--- src/hdl/pattern_tester_pkg.sv ---
/*
  Constants shared by the rate-limited pattern tester: register map,
  field positions, reset values, pattern codes and rate-limiter figures.
  Assumes a single 100 MHz clock domain and an APB register master.
*/
// Summary of operation
// - write transfer pushes 128-bit pattern words into the outbound FIFO.
// - read transfer with verify on compares each popped word with regenerated expected word.
// - transfers allowed only a programmed share of each 100-cycle interval.
// - window high for quota cycles; quota 100 gives full throughput.
// - interval counter runs only while a write or read is active.
// - push held low in the cycle after FIFO nearly full or rate window low.
// - pop high only when FIFO not empty and window high.
// - transfer ends when word count equals 32 times total; strobes then drop.
// - end count derived from total length, compared with word counter.
// - parameters carry direction and verify enable; compares data only when enabled.
// - five patterns: zeros, ones, incrementing, decrementing, LFSR.
// - zeros pattern drives all bits low, ones pattern all bits high.
// - counting and LFSR patterns split each 512-byte block into header and data.
// - dword 0 index low, dword 1 zero-padded index high, rest pattern.
// - a mismatching compared read word sets the failure flag.
// - counter resets to 100, counts 1..100; window opens at count 100.
// - LFSR x^31+x^21+x+1, four look-ahead values per clock.
package pattern_tester_pkg;

  // ==========================================================
  // register byte offsets
  localparam logic [7:0] OFS_CTRL        = 8'h00;
  localparam logic [7:0] OFS_STATUS      = 8'h04;
  localparam logic [7:0] OFS_TOTAL_LEN   = 8'h08;
  localparam logic [7:0] OFS_ADDR_LO     = 8'h0C;
  localparam logic [7:0] OFS_ADDR_HI     = 8'h10;
  localparam logic [7:0] OFS_PATTERN     = 8'h14;
  localparam logic [7:0] OFS_RATE        = 8'h18;
  localparam logic [7:0] OFS_WORD_COUNT  = 8'h1C;

  // ==========================================================
  // field positions
  localparam int CTRL_START_BIT  = 0;
  localparam int CTRL_DIR_BIT    = 1;
  localparam int CTRL_VERIFY_BIT = 2;
  localparam int STAT_WR_BIT     = 0;
  localparam int STAT_RD_BIT     = 1;
  localparam int STAT_FAIL_BIT   = 2;

  // ==========================================================
  // rate limiter and block geometry
  localparam logic [6:0]  INTERVAL_LEN   = 7'h64;
  localparam logic [6:0]  RATE_RESET     = 7'h64;
  localparam int          BLOCK_WORDS_LG = 5;
  localparam logic [30:0] LFSR_SEED      = 31'h0000_0001;

  // ==========================================================
  // pattern choice codes
  typedef enum logic [2:0] {
    PAT_ZEROS = 3'h0,
    PAT_ONES  = 3'h1,
    PAT_INC   = 3'h2,
    PAT_DEC   = 3'h3,
    PAT_LFSR  = 3'h4
  } pattern_t;

  // ==========================================================
  // transfer states
  typedef enum logic [1:0] {
    ST_IDLE,
    ST_WRITE,
    ST_READ
  } xfer_state_t;

endpackage

--- src/hdl/pattern_tester.sv ---
/*
  Rate-limited 128-bit pattern generator and checker beside one user
  port of a storage controller. An APB slave holds the test setup.
  Assumes both FIFOs run on ref_clk; the inbound FIFO is show-ahead,
  so in_fifo_data is valid whenever in_fifo_empty is low.
*/
// The APB register port and the address map were chosen for this implementation.
module pattern_tester (
  input  wire logic         ref_clk,              // 100 MHz clock
  input  wire logic         resetn,               // async reset, low
  input  wire logic         psel,                 // apb select
  input  wire logic         penable,              // apb enable
  input  wire logic         pwrite,               // apb direction
  input  wire logic [7:0]   paddr,                // apb byte address
  input  wire logic [31:0]  pwdata,               // apb write data
  output logic      [31:0]  prdata,               // apb read data
  output logic              pready,               // apb ready
  output logic              pslverr,              // apb error
  output logic              out_fifo_push,        // outbound push
  output logic      [127:0] out_fifo_data,        // outbound word
  input  wire logic         out_fifo_nearly_full, // outbound flag
  output logic              in_fifo_pop,          // inbound pop
  input  wire logic [127:0] in_fifo_data,         // inbound word
  input  wire logic         in_fifo_empty         // inbound flag
);

  // ==========================================================
  // declarations
  pattern_tester_pkg::xfer_state_t state_ff;
  pattern_tester_pkg::xfer_state_t nxt_state;
  logic [31:0]  total_length_ff;
  logic [47:0]  start_block_address_ff;
  logic [2:0]   pattern_choice_ff;
  logic [6:0]   rate_quota_ff;
  logic         dir_read_ff;
  logic         verify_on_ff;
  logic         start_ff;
  logic         fail_ff;
  logic [6:0]   interval_counter_ff;
  logic         rate_window_on_ff;
  logic [36:0]  end_count_ff;
  logic [36:0]  word_counter_ff;
  logic [47:0]  block_index_ff;
  logic [4:0]   word_in_block_ff;
  logic [31:0]  inc_count_ff;
  logic [30:0]  lfsr_ff;
  logic         push_ff;
  logic [127:0] data_ff;
  logic [31:0]  prdata_ff;

  // ==========================================================
  // apb decode
  wire          bus_access = psel & penable;
  wire          bus_wr     = bus_access & pwrite;
  wire          bus_setup  = psel & ~penable;
  wire          hit_ctrl   = paddr == pattern_tester_pkg::OFS_CTRL;
  wire          hit_status = paddr == pattern_tester_pkg::OFS_STATUS;
  wire          hit_len    = paddr == pattern_tester_pkg::OFS_TOTAL_LEN;
  wire          hit_alo    = paddr == pattern_tester_pkg::OFS_ADDR_LO;
  wire          hit_ahi    = paddr == pattern_tester_pkg::OFS_ADDR_HI;
  wire          hit_pat    = paddr == pattern_tester_pkg::OFS_PATTERN;
  wire          hit_rate   = paddr == pattern_tester_pkg::OFS_RATE;
  wire          hit_count  = paddr == pattern_tester_pkg::OFS_WORD_COUNT;
  wire          hit_any    = hit_ctrl | hit_status | hit_len | hit_alo
                           | hit_ahi | hit_pat | hit_rate | hit_count;
  wire          idle       = state_ff == pattern_tester_pkg::ST_IDLE;
  wire          write_active = state_ff == pattern_tester_pkg::ST_WRITE;
  wire          read_active  = state_ff == pattern_tester_pkg::ST_READ;

  // zero wait states; unmapped addresses answer with an error
  assign pready  = 1'b1;
  assign pslverr = bus_access & ~hit_any;
  assign prdata  = prdata_ff;

  // read mux, sampled in the setup phase
  wire [31:0] rd_mux =
      hit_ctrl   ? {29'h0, verify_on_ff, dir_read_ff, 1'b0} :
      hit_status ? {29'h0, fail_ff, read_active, write_active} :
      hit_len    ? total_length_ff :
      hit_alo    ? start_block_address_ff[31:0] :
      hit_ahi    ? {16'h0000, start_block_address_ff[47:32]} :
      hit_pat    ? {29'h0, pattern_choice_ff} :
      hit_rate   ? {25'h0, rate_quota_ff} :
      hit_count  ? word_counter_ff[31:0] : 32'h0000_0000;

  // ==========================================================
  // setup registers; written only while idle so a running test
  // cannot have its parameters pulled from under it
  // parameters from software
  always_ff @(posedge ref_clk or negedge resetn) begin
    if (!resetn) begin
      total_length_ff        <= 32'h0000_0000;
      start_block_address_ff <= 48'h0000_0000_0000;
      pattern_choice_ff      <= 3'h0;
      rate_quota_ff          <= pattern_tester_pkg::RATE_RESET;
      dir_read_ff            <= 1'b0;
      verify_on_ff           <= 1'b0;
    end else if (bus_wr && idle) begin
      if (hit_len) total_length_ff <= pwdata;
      if (hit_alo) start_block_address_ff[31:0] <= pwdata;
      if (hit_ahi) start_block_address_ff[47:32] <= pwdata[15:0];
      if (hit_pat) pattern_choice_ff <= pwdata[2:0];
      if (hit_rate) rate_quota_ff <= pwdata[6:0];
      if (hit_ctrl) begin
        dir_read_ff  <= pwdata[pattern_tester_pkg::CTRL_DIR_BIT];
        verify_on_ff <= pwdata[pattern_tester_pkg::CTRL_VERIFY_BIT];
      end
    end
  end

  // start strobe and read data capture
  // one-cycle start pulse
  always_ff @(posedge ref_clk or negedge resetn) begin
    if (!resetn) begin
      start_ff  <= 1'b0;
      prdata_ff <= 32'h0000_0000;
    end else begin
      start_ff <= bus_wr & idle & hit_ctrl
                & pwdata[pattern_tester_pkg::CTRL_START_BIT];
      if (bus_setup && !pwrite) prdata_ff <= rd_mux;
    end
  end

  // ==========================================================
  // transfer state
  // end detection
  wire at_end = word_counter_ff == end_count_ff;
  wire write_start_pulse = start_ff & ~dir_read_ff;
  wire read_start_pulse  = start_ff & dir_read_ff;

  always_comb begin
    nxt_state = state_ff;
    unique case (state_ff)
      pattern_tester_pkg::ST_IDLE: begin
        if (write_start_pulse) nxt_state = pattern_tester_pkg::ST_WRITE;
        if (read_start_pulse) nxt_state = pattern_tester_pkg::ST_READ;
      end
      pattern_tester_pkg::ST_WRITE: begin
        if (at_end) nxt_state = pattern_tester_pkg::ST_IDLE;
      end
      pattern_tester_pkg::ST_READ: begin
        if (at_end) nxt_state = pattern_tester_pkg::ST_IDLE;
      end
    endcase
  end

  always_ff @(posedge ref_clk or negedge resetn) begin
    if (!resetn) state_ff <= pattern_tester_pkg::ST_IDLE;
    else state_ff <= nxt_state;
  end

  // ==========================================================
  // rate limiter
  // counter only while active
  // count 1..100, window opens at 100
  wire       active    = write_active | read_active;
  wire       cnt_top   = interval_counter_ff == pattern_tester_pkg::INTERVAL_LEN;
  wire [6:0] cnt_inc   = interval_counter_ff + 7'h01;
  wire [6:0] nxt_count = !active ? pattern_tester_pkg::RATE_RESET :
                         cnt_top ? 7'h01 : cnt_inc;

  wire win_open  = active & cnt_top & (rate_quota_ff != 7'h00);
  wire win_close = interval_counter_ff == rate_quota_ff;
  wire nxt_window = !active  ? 1'b0 :
                    win_open ? 1'b1 :
                    win_close ? 1'b0 : rate_window_on_ff;

  always_ff @(posedge ref_clk or negedge resetn) begin
    if (!resetn) begin
      interval_counter_ff <= pattern_tester_pkg::RATE_RESET;
      rate_window_on_ff   <= 1'b0;
    end else begin
      interval_counter_ff <= nxt_count;
      rate_window_on_ff   <= nxt_window;
    end
  end

  // ==========================================================
  // flow control
  // push gated by full and window
  wire push_go = write_active & rate_window_on_ff
               & ~out_fifo_nearly_full & ~at_end;
  // pop gated by empty and window
  assign in_fifo_pop = read_active & rate_window_on_ff
                     & ~in_fifo_empty & ~at_end;
  wire advance = push_go | in_fifo_pop;

  // ==========================================================
  // pattern generator
  // lfsr x^31+x^21+x+1
  function automatic logic [30:0] lfsr_step(input logic [30:0] s);
    lfsr_step = {s[29:0], s[30] ^ s[20] ^ s[0]};
  endfunction

  logic [30:0] lfsr_la [0:4];
  logic [31:0] dword   [0:3];
  wire         header_word = word_in_block_ff == 5'h00;
  wire         framed = pattern_choice_ff == pattern_tester_pkg::PAT_INC
                      | pattern_choice_ff == pattern_tester_pkg::PAT_DEC
                      | pattern_choice_ff == pattern_tester_pkg::PAT_LFSR;

  assign lfsr_la[0] = lfsr_ff;

  genvar k;
  generate
    for (k = 0; k < 4; k = k + 1) begin : g_dw
      assign lfsr_la[k+1] = lfsr_step(lfsr_la[k]);
      wire [31:0] inc_val = inc_count_ff + 32'(k);
      wire [31:0] pat_val =
        pattern_choice_ff == pattern_tester_pkg::PAT_ONES ? 32'hFFFF_FFFF :
        pattern_choice_ff == pattern_tester_pkg::PAT_INC  ? inc_val :
        pattern_choice_ff == pattern_tester_pkg::PAT_DEC  ? ~inc_val :
        pattern_choice_ff == pattern_tester_pkg::PAT_LFSR ? {1'b0, lfsr_la[k]} :
        32'h0000_0000;
      if (k == 0) begin : g_h0
        assign dword[k] = (framed && header_word) ? block_index_ff[31:0] : pat_val;
      end else if (k == 1) begin : g_h1
        assign dword[k] = (framed && header_word) ?
                          {16'h0000, block_index_ff[47:32]} : pat_val;
      end else begin : g_pd
        assign dword[k] = pat_val;
      end
    end
  endgenerate

  wire [127:0] pattern_word = {dword[3], dword[2], dword[1], dword[0]};

  // ==========================================================
  // generator state, advanced once per transferred word
  // block index per block
  wire last_in_block = word_in_block_ff == 5'h1F;
  always_ff @(posedge ref_clk or negedge resetn) begin
    if (!resetn) begin
      block_index_ff   <= 48'h0000_0000_0000;
      word_in_block_ff <= 5'h00;
      inc_count_ff     <= 32'h0000_0000;
      lfsr_ff          <= pattern_tester_pkg::LFSR_SEED;
      word_counter_ff  <= 37'h0;
      end_count_ff     <= 37'h0;
    end else if (start_ff && idle) begin
      block_index_ff   <= start_block_address_ff;
      word_in_block_ff <= 5'h00;
      inc_count_ff     <= 32'h0000_0000;
      lfsr_ff          <= pattern_tester_pkg::LFSR_SEED;
      word_counter_ff  <= 37'h0;
      end_count_ff     <= {total_length_ff, 5'h00};
    end else if (advance) begin
      if (last_in_block) block_index_ff <= block_index_ff + 48'h1;
      word_in_block_ff <= word_in_block_ff + 5'h01;
      inc_count_ff     <= inc_count_ff + 32'h0000_0004;
      lfsr_ff          <= lfsr_la[4];
      word_counter_ff  <= word_counter_ff + 37'h1;
    end
  end

  // ==========================================================
  // outbound strobe and data, both from flip-flops
  // push pattern words
  always_ff @(posedge ref_clk or negedge resetn) begin
    if (!resetn) begin
      push_ff <= 1'b0;
      data_ff <= 128'h0;
    end else begin
      push_ff <= push_go;
      if (push_go) data_ff <= pattern_word;
    end
  end

  assign out_fifo_push = push_ff;
  assign out_fifo_data = data_ff;

  // ==========================================================
  // checker; fail is cleared by a read start, which cannot meet
  // a compare because starts are taken only while idle
  // compare popped word
  wire mismatch = in_fifo_pop & verify_on_ff & (in_fifo_data != pattern_word);
  always_ff @(posedge ref_clk or negedge resetn) begin
    if (!resetn) fail_ff <= 1'b0;
    else if (mismatch) fail_ff <= 1'b1;
    else if (read_start_pulse && idle) fail_ff <= 1'b0;
  end

endmodule

--- config.mk ---
export PLATFORM = sky130hd
export DESIGN_NAME = pattern_tester
export DESIGN_NICKNAME = d
export VERILOG_FILES = /design/src/hdl/pattern_tester_pkg.sv /design/src/hdl/pattern_tester.sv
export SDC_FILE = /design/constraint.sdc
export NUM_CORES = 1
export LEC_CHECK = 0
export ABC_AREA = 0
export BUFFER_PORTS_ARGS = -buffer_cell sky130_fd_sc_hd__buf_2
export CAP_MARGIN = 30
export CORE_AREA = 5 5 302 186
export DETAILED_ROUTE_END_ITERATION = 10
export DIE_AREA = 0 0 307 191
export PLACE_DENSITY = 0.64
export SLEW_MARGIN = 5
export SYNTH_ARGS = -nofsm -noshare
export SYNTH_HDL_FRONTEND = slang
export SYNTH_SLANG_ARGS = --single-unit
export TNS_END_PERCENT = 10
--- constraint.sdc ---
create_clock -name ref_clk -period 2.9 [get_ports ref_clk]
set_input_delay 0.145 -clock ref_clk [delete_from_list [all_inputs] [get_ports ref_clk]]
set_output_delay 0.145 -clock ref_clk [all_outputs]
set_load 0.05 [all_outputs]
# [Yosys cells after proc, flatten, opt, wreduce, memory -nomap -nowiden]
# Index checks and enable logic that the tools add are counted.
[word_totals] register_bits=450 latchBits=0 ram_bits=0 romBits=0 input_bits=175 out_inout_bits=164 elab_cells=168 mem_count=0
[classes] n_addsub=8 multipliers=0 n_div=0 n_lt_le_gt_ge=0 n_eq_ne=21 n_shift=0 n_mux=48 bitwise_logic=48 reduce_logical=22
[op_table] operator="32-bit 2-to-1 mux" n=24
[op_table] operator="31-bit 2-to-1 mux" n=6
[op_table] operator="48-bit 2-to-1 mux" n=3
[op_table] operator="128-bit != test" n=1
[op_table] operator="32-bit NOT" n=4
[op_table] operator="37-bit 2-to-1 mux" n=2
[op_table] operator="32-bit by 2-bit adder with 32-bit output, second input constant" n=2
[op_table] operator="48-bit by 1-bit adder with 48-bit output, second input constant" n=1
[op_table] operator="37-bit by 1-bit adder with 37-bit output, second input constant" n=1
[op_table] operator="37-bit == test" n=1
[op_table] operator="32-bit by 1-bit adder with 32-bit output, second input constant" n=1
[op_table] operator="32-bit by 3-bit adder with 32-bit output, second input constant" n=1
[op_table] operator="8-bit by 5-bit == test with 1-bit output, second input constant" n=4
[op_table] operator="1-bit bitwise AND" n=19
[op_table] operator="8-bit by 4-bit == test with 1-bit output, second input constant" n=2
[op_table] operator="2-bit AND reduction" n=8
[op_table] operator="7-bit 2-to-1 mux" n=2
[op_table] operator="1-bit bitwise OR" n=11
[op_table] operator="5-bit 2-to-1 mux" n=2
[op_table] operator="8-bit by 3-bit == test with 1-bit output, second input constant" n=1
[op_table] operator="8-bit zero test" n=1
[op_table] operator="1-bit bitwise XOR" n=8
[op_table] operator="7-bit by 1-bit adder with 7-bit output, second input constant" n=1
[op_table] operator="7-bit == test" n=1
[op_table] operator="other kinds (21)" n=40

# [Depth between registers and ports, before layout]
# Gate-level depths: netlist of the first run.
[logic_depth] word_depth=11 depth_mapped=13 depth_no_buf=10

# [Worst setup path after synthesis of the first run]
# Ideal clock, no wire load.
[synth_path] path_type="flip-flop to flip-flop" start="register word_in_block_ff[0]" end="register fail_ff" setup_ns=0.129 t_arrival_ns=3.069 t_required_ns=2.771 slack_ns=-0.298 path_stages_with_launch=12 path_buffers=1 synth_period_minus_slack_ns=3.198 cell_sequence="dfrtp_1 inv_1 ha_1 or4b_1 buf_6 a211oi_2 a31o_2 a2bb2oi_2 nand4_1 or4_1 or4_1 o41a_1"
[synth_via] elab_chain_cells=6 word_cells_on_any_way=8 cone_classes="eq/ne: 1; mux: 3; bitwise: 1; reduce/logical: 3"
[synth_lines] item="start, declared" line="pattern_tester.sv:44" source="logic [4:0] word_in_block_ff;"
[synth_lines] item="start signal, assigned" line="pattern_tester.sv:249" source="word_in_block_ff <= word_in_block_ff + 5'h01;"
[synth_lines] item="5-bit zero test (*)" line="pattern_tester.sv:197" source="wire header_word = word_in_block_ff == 5'h00;"
[synth_lines] item="1-bit logical AND (*)" line="pattern_tester.sv:216, pattern_tester.sv:218"
[synth_lines] item="32-bit 2-to-1 mux (on tied branches)" line="pattern_tester.sv:216, pattern_tester.sv:218"
[synth_lines] item="128-bit != test (*)" line="pattern_tester.sv:276" source="wire mismatch = in_fifo_pop & verify_on_ff & (in_fifo_data != pattern_word);"
[synth_lines] item="1-bit bitwise AND (*)" line="pattern_tester.sv:276"
[synth_lines] item="1-bit 2-to-1 mux or 2-bit nonzero test (tied branches)"
[synth_lines] item="end signal, assigned" line="pattern_tester.sv:278" source="if (!resetn) fail_ff <= 1'b0;"
[synth_lines] item="end signal, assigned" line="pattern_tester.sv:279" source="else if (mismatch) fail_ff <= 1'b1;"
[synth_lines] item="end signal, assigned" line="pattern_tester.sv:280" source="else if (read_start_pulse && idle) fail_ff <= 1'b0;"
[synth_lines] item="end, declared" line="pattern_tester.sv:38" source="logic fail_ff;"
# Mark *: on every way between the ends. The rest lies on a longest branch, timed or not.
# A chain may end at the register's enable or synchronous reset.

# [Worst setup path in the final report of the first run]
[layout_path] start="register pattern_choice_ff[2]" end="register fail_ff"
[layout_via] elab_chain_cells=9 word_cells_on_any_way=29 cone_classes="eq/ne: 5; mux: 19; bitwise: 3; reduce/logical: 2"
[layout_lines] item="start, declared" line="pattern_tester.sv:33" source="logic [2:0] pattern_choice_ff;"
[layout_lines] item="start signal, assigned" line="pattern_tester.sv:102" source="if (hit_pat) pattern_choice_ff <= pwdata[2:0];"
[layout_lines] item="3-bit == test" line="pattern_tester.sv:200, pattern_tester.sv:213"
[layout_lines] item="31-bit 2-to-1 mux" line="pattern_tester.sv:213" source="pattern_choice_ff == pattern_tester_pkg::PAT_LFSR ? {1'b0, lfsr_la[k]} :"
[layout_lines] item="32-bit 2-to-1 mux" line="pattern_tester.sv:212" source="pattern_choice_ff == pattern_tester_pkg::PAT_DEC ? ~inc_val :"
[layout_lines] item="32-bit 2-to-1 mux" line="pattern_tester.sv:211" source="pattern_choice_ff == pattern_tester_pkg::PAT_INC ? inc_val :"
[layout_lines] item="32-bit 2-to-1 mux" line="pattern_tester.sv:210" source="pattern_choice_ff == pattern_tester_pkg::PAT_ONES ? 32'hFFFF_FFFF :"
[layout_lines] item="32-bit 2-to-1 mux (on tied branches)" line="pattern_tester.sv:216, pattern_tester.sv:218"
[layout_lines] item="128-bit != test (*)" line="pattern_tester.sv:276"
[layout_lines] item="1-bit bitwise AND (*)" line="pattern_tester.sv:276"
[layout_lines] item="1-bit 2-to-1 mux or 2-bit nonzero test (tied branches)"
# Marked as above.

==> results.cfg, run 1 <==
[synth]
synth.distinct_cells = 90
synthFlopType = dfrtp_1
yosysSeqAreaShare = 0.463
synth_nets = 2815
synth_top_area_frac = 0.456
synth.avg_cell_area_um2 = 9.20
synthTopCellsByArea = dfrtp_1, nand2_1, xnor2_1, mux2_2, o21ai_0
yosysWarnings = 0
synth_top_area_cell = dfrtp_1
synth_seq_cells = 447
syn-instance-count = 2628
async_flop_share = 1.00
synth_edf_count = 0
synth_area_um2 = 24200

[timing]
finalClockSkew_ns = 0.0275
setup_viol = 2
final_max_slew_viol_count = 0
holdWs_ns = 0.0491
fmax_mhz = 285
min_period_over_period = 1.21
tightest_slew_ns = 0.999
fin_crit_ns = 3.51
grt_setup_unrepaired = true
setup_slack_ns = -0.606
max-slew-margin-rel = 0.334
finalHoldViolCount = 0

[worst_setup_path]
cp-start-kind = flop
path_max_fanout = 7
end_kind = flop
r2r_end = fail_ff
path_class = flop to flop
rrSetupSlack_ns = -0.61
rr_worst_depth = 10
r2r-start = pattern_choice_ff[2]
crit_path_start = pattern_choice_ff[2]
worst_ep_arrival_time_ns = 4.00
crit_required_ns = 3.40

[cts]
insertion_delay_ns = 0.61
clk_path_buf_depth = 3
path_clk_slew_ns = 0.08
cts-root-buf = clkbuf_16
htreeDepth = 2
cts_sinks = 447
cts_buffers = 45
cts_tree = yes

[grt]
overflow = 0
use_met3 = 0.128
grt_pass1_vias = 23800
grt_use_met2 = 0.522
grt_pass1_wl_mm = 165
grt_antenna_before_repair = 7
grt_start_max_net_pins = 201
grt_use_total = 0.380
use_met1 = 0.586
busiest_layer = met1

[drt]
avgViaCountPerCell = 5.96
drtAntennaViolNets = 0
drt_iter0_drc = 3352
drc = 0
wl_mm = 115
drtPass1Iterations = 6
wl_per_cell_um = 27.6
via_count = 24800

[cells_and_area]
drive_gt1_frac = 0.330
nNetsFinal = 3587
area_growth_syn_to_layout_pct = 35.8
layout_commonest_cell = nand2_1
most-common-layout-cells = nand2_1, buf_4, dfrtp_1

[floorplan]
dieArea_um2 = 58600
die_x_um = 307
rows = 66
ios = 339
initial_core_util = 0.454
die_y_um = 191
coreArea_um2 = 53300

[worst_hold_path]
hold_path.class = input port to flop
min_to = fail_ff
hold_depth = 5
min_from = in_fifo_data[54]

[power_and_ir_drop]
pwr-share-clk = 0.368
total_power_mw = 17.6
powerDensity_nw_per_um2 = 535
p_int_mw = 11.7
leakagePower_nw = 15.4
switching_share = 0.333
pwr-share-comb = 0.242
seqPwrFrac = 0.390
irDropWorstVdd_v = 0.000457
switchingPower_mw = 5.84

[placement]
gp_congestion = 1.08
io_buffers = 337
post-place-ws_ns = -0.814
dp_hpwl_mm = 90.0

[status]
violations = negative setup slack
outcome = finished with violations

[run]
maxCapViolCount = 0
==> per-layer routing <==
layer,wire [um],up-vias,part of all wire
met5,0,-,0
met4,2340,0,0.020
met3,15200,141,0.13
met2,46000,1339,0.40
met1,51000,12400,0.45
li1,-,10800,-
==> worst max-delay path by stage <==
stage	endpoint	slack (ns)	depth (start not counted)
finish	fail_ff	-0.61	10
global route	fail_ff	-0.66	10
CTS	fail_ff	-0.49	11
detailed placement	fail_ff	-0.81	13
global placement	fail_ff	-0.86	13
floorplan	fail_ff	-0.12	11
==> layout make-up <==
cell class                      count  area, um^2
Antenna cell                        4        10.0
Clock buffer                       62        1290
Clock inverter                     22         313
Fill cell                        4662       20500
Inverter                           30         113
Multi-Input combinational cell   1972       12500
Sequential cell                   447       11200
Tap cell                          714         893
Timing Repair Buffer              904        6490
==> worst max-delay path: stages (launching register included) <==
cell and delay (ns):
dfrtp_4 0.50, buf_6 0.16, buf_4 0.14, nor4bb_1 0.42, nor2_1 0.29, a31o_2 0.31
a2bb2oi_1 0.17, nand4_1 0.17, or4_1 0.44, or4_4 0.49, o41a_1 0.31
==> cells by family (layout without fill, tap and decap cells) <==
logic type,Yosys count,in the layout,share of synthesized area
flip-flops,447,447,0.463
multiplexers,121,121,0.0568
other,1,5,0.000155
AND/OR/NAND/NOR,1034,1035,0.205
adder cells (fa/ha/maj),12,12,0.00621
XOR/XNOR,234,234,0.0859
AO/OA/AOI/OAI,569,569,0.146
buffers and inverters,210,1018,0.0359
==> power by group through the flow <==
| stage | sequential [mW] | combinational (mW) | clock (mW) |
|---|---|---|---|
| after floorplan | 7.67 | 1.27 | 0 |
| after global placement | 6.94 | 3.94 | 0 |
| after detailed placement | 6.95 | 3.98 | 0 |
| after CTS | 6.84 | 4.13 | 6.49 |
| after global routing | 6.87 | 4.44 | 6.77 |
| final | 6.85 | 4.26 | 6.46 |
==> synthesized netlist by cell type, drive strengths merged, types with 6 or more instances <==
cell type,instances
nand4bb,6
o31ai,7
o211ai,23
a222oi,15
nor2,159
nand3,54
a211oi,44
and3,29
and3b,6
o2111ai,6
inv,29
nor3b,14
xor2,88
o221ai,6
nor3,35
a21oi,156
clkbuf,131
and2,13
nor4,30
ha,12
dfstp,7
buf,49
nor2b,8
and4,14
mux2,94
or4,10
nand4,62
nor4b,7
a31o,8
nand2b,12
nand2,510
dfrtp,440
a2111oi,6
mux2i,24
o21ai,171
or3,25
xnor2,144
a22o,17
nor4bb,21
a31oi,71
==> sequential cells by signal (all words and copies together) (netlist names) <==
name and count:
word_in_block_ff 5, fail_ff 1, start_block_address_ff 48, interval_counter_ff 7, pattern_choice_ff 3, out_fifo_push 1, block_index_ff 48, rate_quota_ff 7
word_counter_ff 37, lfsr_ff 31, state_ff 2, inc_count_ff 30, out_fifo_data 127, prdata 32, rate_window_on_ff 1, total_length_ff 32
start_ff 1, end_count_ff 32, dir_read_ff 1, verify_on_ff 1
==> through the flow <==
step                      instances  setup TNS [ns]  utilization  cell area, um^2
final                          4155          -0.613        0.616            32800
after global routing           4152          -0.669        0.616            32800
after CTS                      4146          -0.491        0.613            32600
after detailed placement       4017          -14.26        0.570            30400
after global placement         4017          -11.93        0.570            30400
after floorplan                2628          -0.381            -            24200
==> timing repair <==
action	CTS	global route
setup endpoints to repair	110	45
pin swaps	7	2
hold endpoints to repair	203	2
resized for setup	44	20
hold buffers	36	4
gates cloned	1	0
buffers inserted	8	0
No activity file was read; power rests on OpenSTA's default activity.
==> run 2, diff against run 1 <==
ABC_AREA = 1   (was 0)
CORE_AREA = 5 5 319 196   (was 5 5 302 186)
DIE_AREA = 0 0 324 201   (was 0 0 307 191)
==> run 2 against run 1 <==
The flow now finishes without violations. Final cell count is 23% higher. Sequential share of layout area up 0.052 points. Die area grew 11%. Critical path type unchanged. Critical endpoint unchanged.
==> results.cfg, run 2 <==
[synth]
synth_top_area_cell = dfrtp_1
synth_top_family_by_area = simple AND/OR/NAND/NOR gates
synth.most_common_cell = nand2_1
synth_area_um2 = 27000
synthTopCellsByArea = dfrtp_1, nand2_1, inv_1, o21ai_0, nand3_1
async_flop_share = 1.00
synth_mux_area_frac = 0
synth_top_area_frac = 0.408
yosysSeqAreaShare = 0.415
synth_xor_area_frac = 0.0448
syn-instance-count = 3786
synth_seq_cells = 447
synth_edf_count = 0
synth_nets = 3973
synthSimpleGateAreaFrac = 0.335
synthTopCellsByCount = nand2_1, dfrtp_1, inv_1
synthAdderAreaFrac = 0.00557
yosysWarnings = 0
synth-compound-area-share = 0.113
synth.avg_cell_area_um2 = 7.13
synthFlopType = dfrtp_1
synth.distinct_cells = 50

[power_and_ir_drop]
total_power_mw = 13.5
pwr-share-comb = 0.080
pwr-share-clk = 0.449
irDropWorstVdd_v = 0.000410
leakagePower_nw = 17.3
powerDensity_nw_per_um2 = 413
p_int_mw = 10.0
seqPwrFrac = 0.471
switching_share = 0.259
switchingPower_mw = 3.51

[cts]
path_clk_slew_ns = 0.07
cts_sinks = 447
cts_buffers = 46
cts-root-buf = clkbuf_16
htreeDepth = 2
cts_tree = yes
clk_path_buf_depth = 3
insertion_delay_ns = 0.62

[cells_and_area]
fin_cells = 5094
layout_commonest_cell = nand2_1
multiInputGateArea_um2 = 13600
most-common-layout-cells = nand2_1, dfrtp_1, inv_1
drive_gt1_frac = 0.183
area_growth_syn_to_layout_pct = 21.4
largest_register_ffs = 127
nNetsFinal = 4448
ff_latch_area_um2 = 11200
nFillCells = 5882

[floorplan]
ios = 339
die_y_um = 201
rows = 70
coreArea_um2 = 59700
initial_core_util = 0.452
dieArea_um2 = 65100
die_x_um = 324

[drt]
wl_mm = 117
avgViaCountPerCell = 5.57
via_count = 28300
drtAntennaViolNets = 0
drtPass1Iterations = 7
wl_per_cell_um = 23.0
drc = 0
drt_iter0_drc = 4137

[worst_setup_path]
crit_path_end = fail_ff
rrSetupSlack_ns = 0.09
rr_worst_depth = 17
path_class = flop to flop
worst_ep_arrival_time_ns = 3.31
crit_path_start = pattern_choice_ff[1]
r2r_end = fail_ff
cp-start-kind = flop
path_max_fanout = 8
crit_required_ns = 3.39
r2r-start = pattern_choice_ff[1]
end_kind = flop

[placement]
gp_congestion = 1.10
dp_cells = 4964
dp_hpwl_mm = 94.4
io_buffers = 337
post-place-ws_ns = 0.0170

[status]
outcome = finished, final reports clean

[timing]
fin_crit_ns = 2.81
tightest_slew_ns = 0.664
setup_viol = 0
setup_slack_ns = 0.0851
finalClockSkew_ns = 0.0320
fmax_mhz = 355
min_period_over_period = 0.971
max-slew-margin-rel = 0.558
finalHoldViolCount = 0
final_max_slew_viol_count = 0

[worst_hold_path]
hold_path.class = input port to flop

[grt]
grt_antenna_before_repair = 7
overflow = 0
grt_pass1_vias = 25700
grt_pass1_wl_mm = 171
grt_start_max_net_pins = 81
grt_use_total = 0.351

[run]
maxCapViolCount = 0
## run 2: layout make-up
type / instances / area share
multi-input cells: 2803 / 0.415
flip-flops and latches: 447 / 0.342
repair buffers: 580 / 0.123
inverters: 383 / 0.0442
clock buffers: 69 / 0.0402
well taps: 792 / 0.0303
clock inverters: 16 / 0.00481
diodes: 4 / 0.000306
## run 2: power groups by stage
stage,combinational (mW),sequential (mW),clock (mW)
floorplan,0.439,6.47,0
global placement,0.999,6.49,0
detailed placement,1.01,6.49,0
CTS,1.05,6.37,6.14
global route,1.19,6.38,6.36
finish,1.08,6.37,6.07
## run 2: cells by family (layout without fill, tap and decap cells)
| family | Yosys count | after routing |
|---|---|---|
| DFF | 447 | 447 |
| adders and majority gates | 12 | 12 |
| other | 1 | 5 |
| AOI/OAI and AO/OA | 510 | 510 |
| and+or+nand+nor | 2142 | 2142 |
| xor gates and xnor gates | 138 | 138 |
| buffers and inverters | 536 | 1048 |
## run 2: repair_timing
item | CTS | global route
setup endpoints to repair | 1 | 1
setup buffers | 0 | 3
hold buffers | 37 | 0
endpoints found under the hold margin | 172 | 0
gates resized for setup | 1 | 37
cloned | 0 | 1
pin swaps | 0 | 0
## run 2: routing by layer
metal  global-route usage  part of all wire  vias to the layer above
met5              0.00741           0.00078                        -
met3                0.128              0.14                      151
met2                0.444              0.37                     1598
li1                     -                 -                    13100
met4               0.0690             0.019                        6
met1                0.564              0.46                    13500
## run 2: critical path, cell delays in order (launching register included)
cell	delay [ns]
dfrtp_2	0.49
buf_4	0.15
nand3_2	0.10
nand2_4	0.15
buf_4	0.20
nand2_2	0.19
nand3_1	0.27
nand2_1	0.16
nand2_1	0.09
nand2_1	0.06
nor2_1	0.18
nand2_1	0.11
nor2_1	0.13
nand2_1	0.06
nor2_1	0.08
nand2_1	0.08
o21bai_1	0.12
nand2_1	0.06
## run 2: through the flow
stage / setup TNS, ns / hold WS [ns] / area, um^2 / utilization
floorplan: 0 / -0.151 / 27000 / -
global placement: 0 / 0.177 / 30700 / 0.514
finish: 0 / 0.0501 / 32800 / 0.548
CTS: 0 / 0.0203 / 32600 / 0.545
detailed placement: 0 / 0.180 / 30700 / 0.514
global route: -0.00147 / 0.110 / 32800 / 0.548
## run 2: worst min path at each step
stage / end / startpoint / cells after the start
finish: fail_ff / in_fifo_data[96] / 7
global route: fail_ff / in_fifo_data[96] / 7
CTS: fail_ff / in_fifo_data[96] / 7
detailed placement: interval_counter_ff[0] / resetn / 1
global placement: interval_counter_ff[3] / resetn / 1
floorplan: block_index_ff[0] / resetn / 0
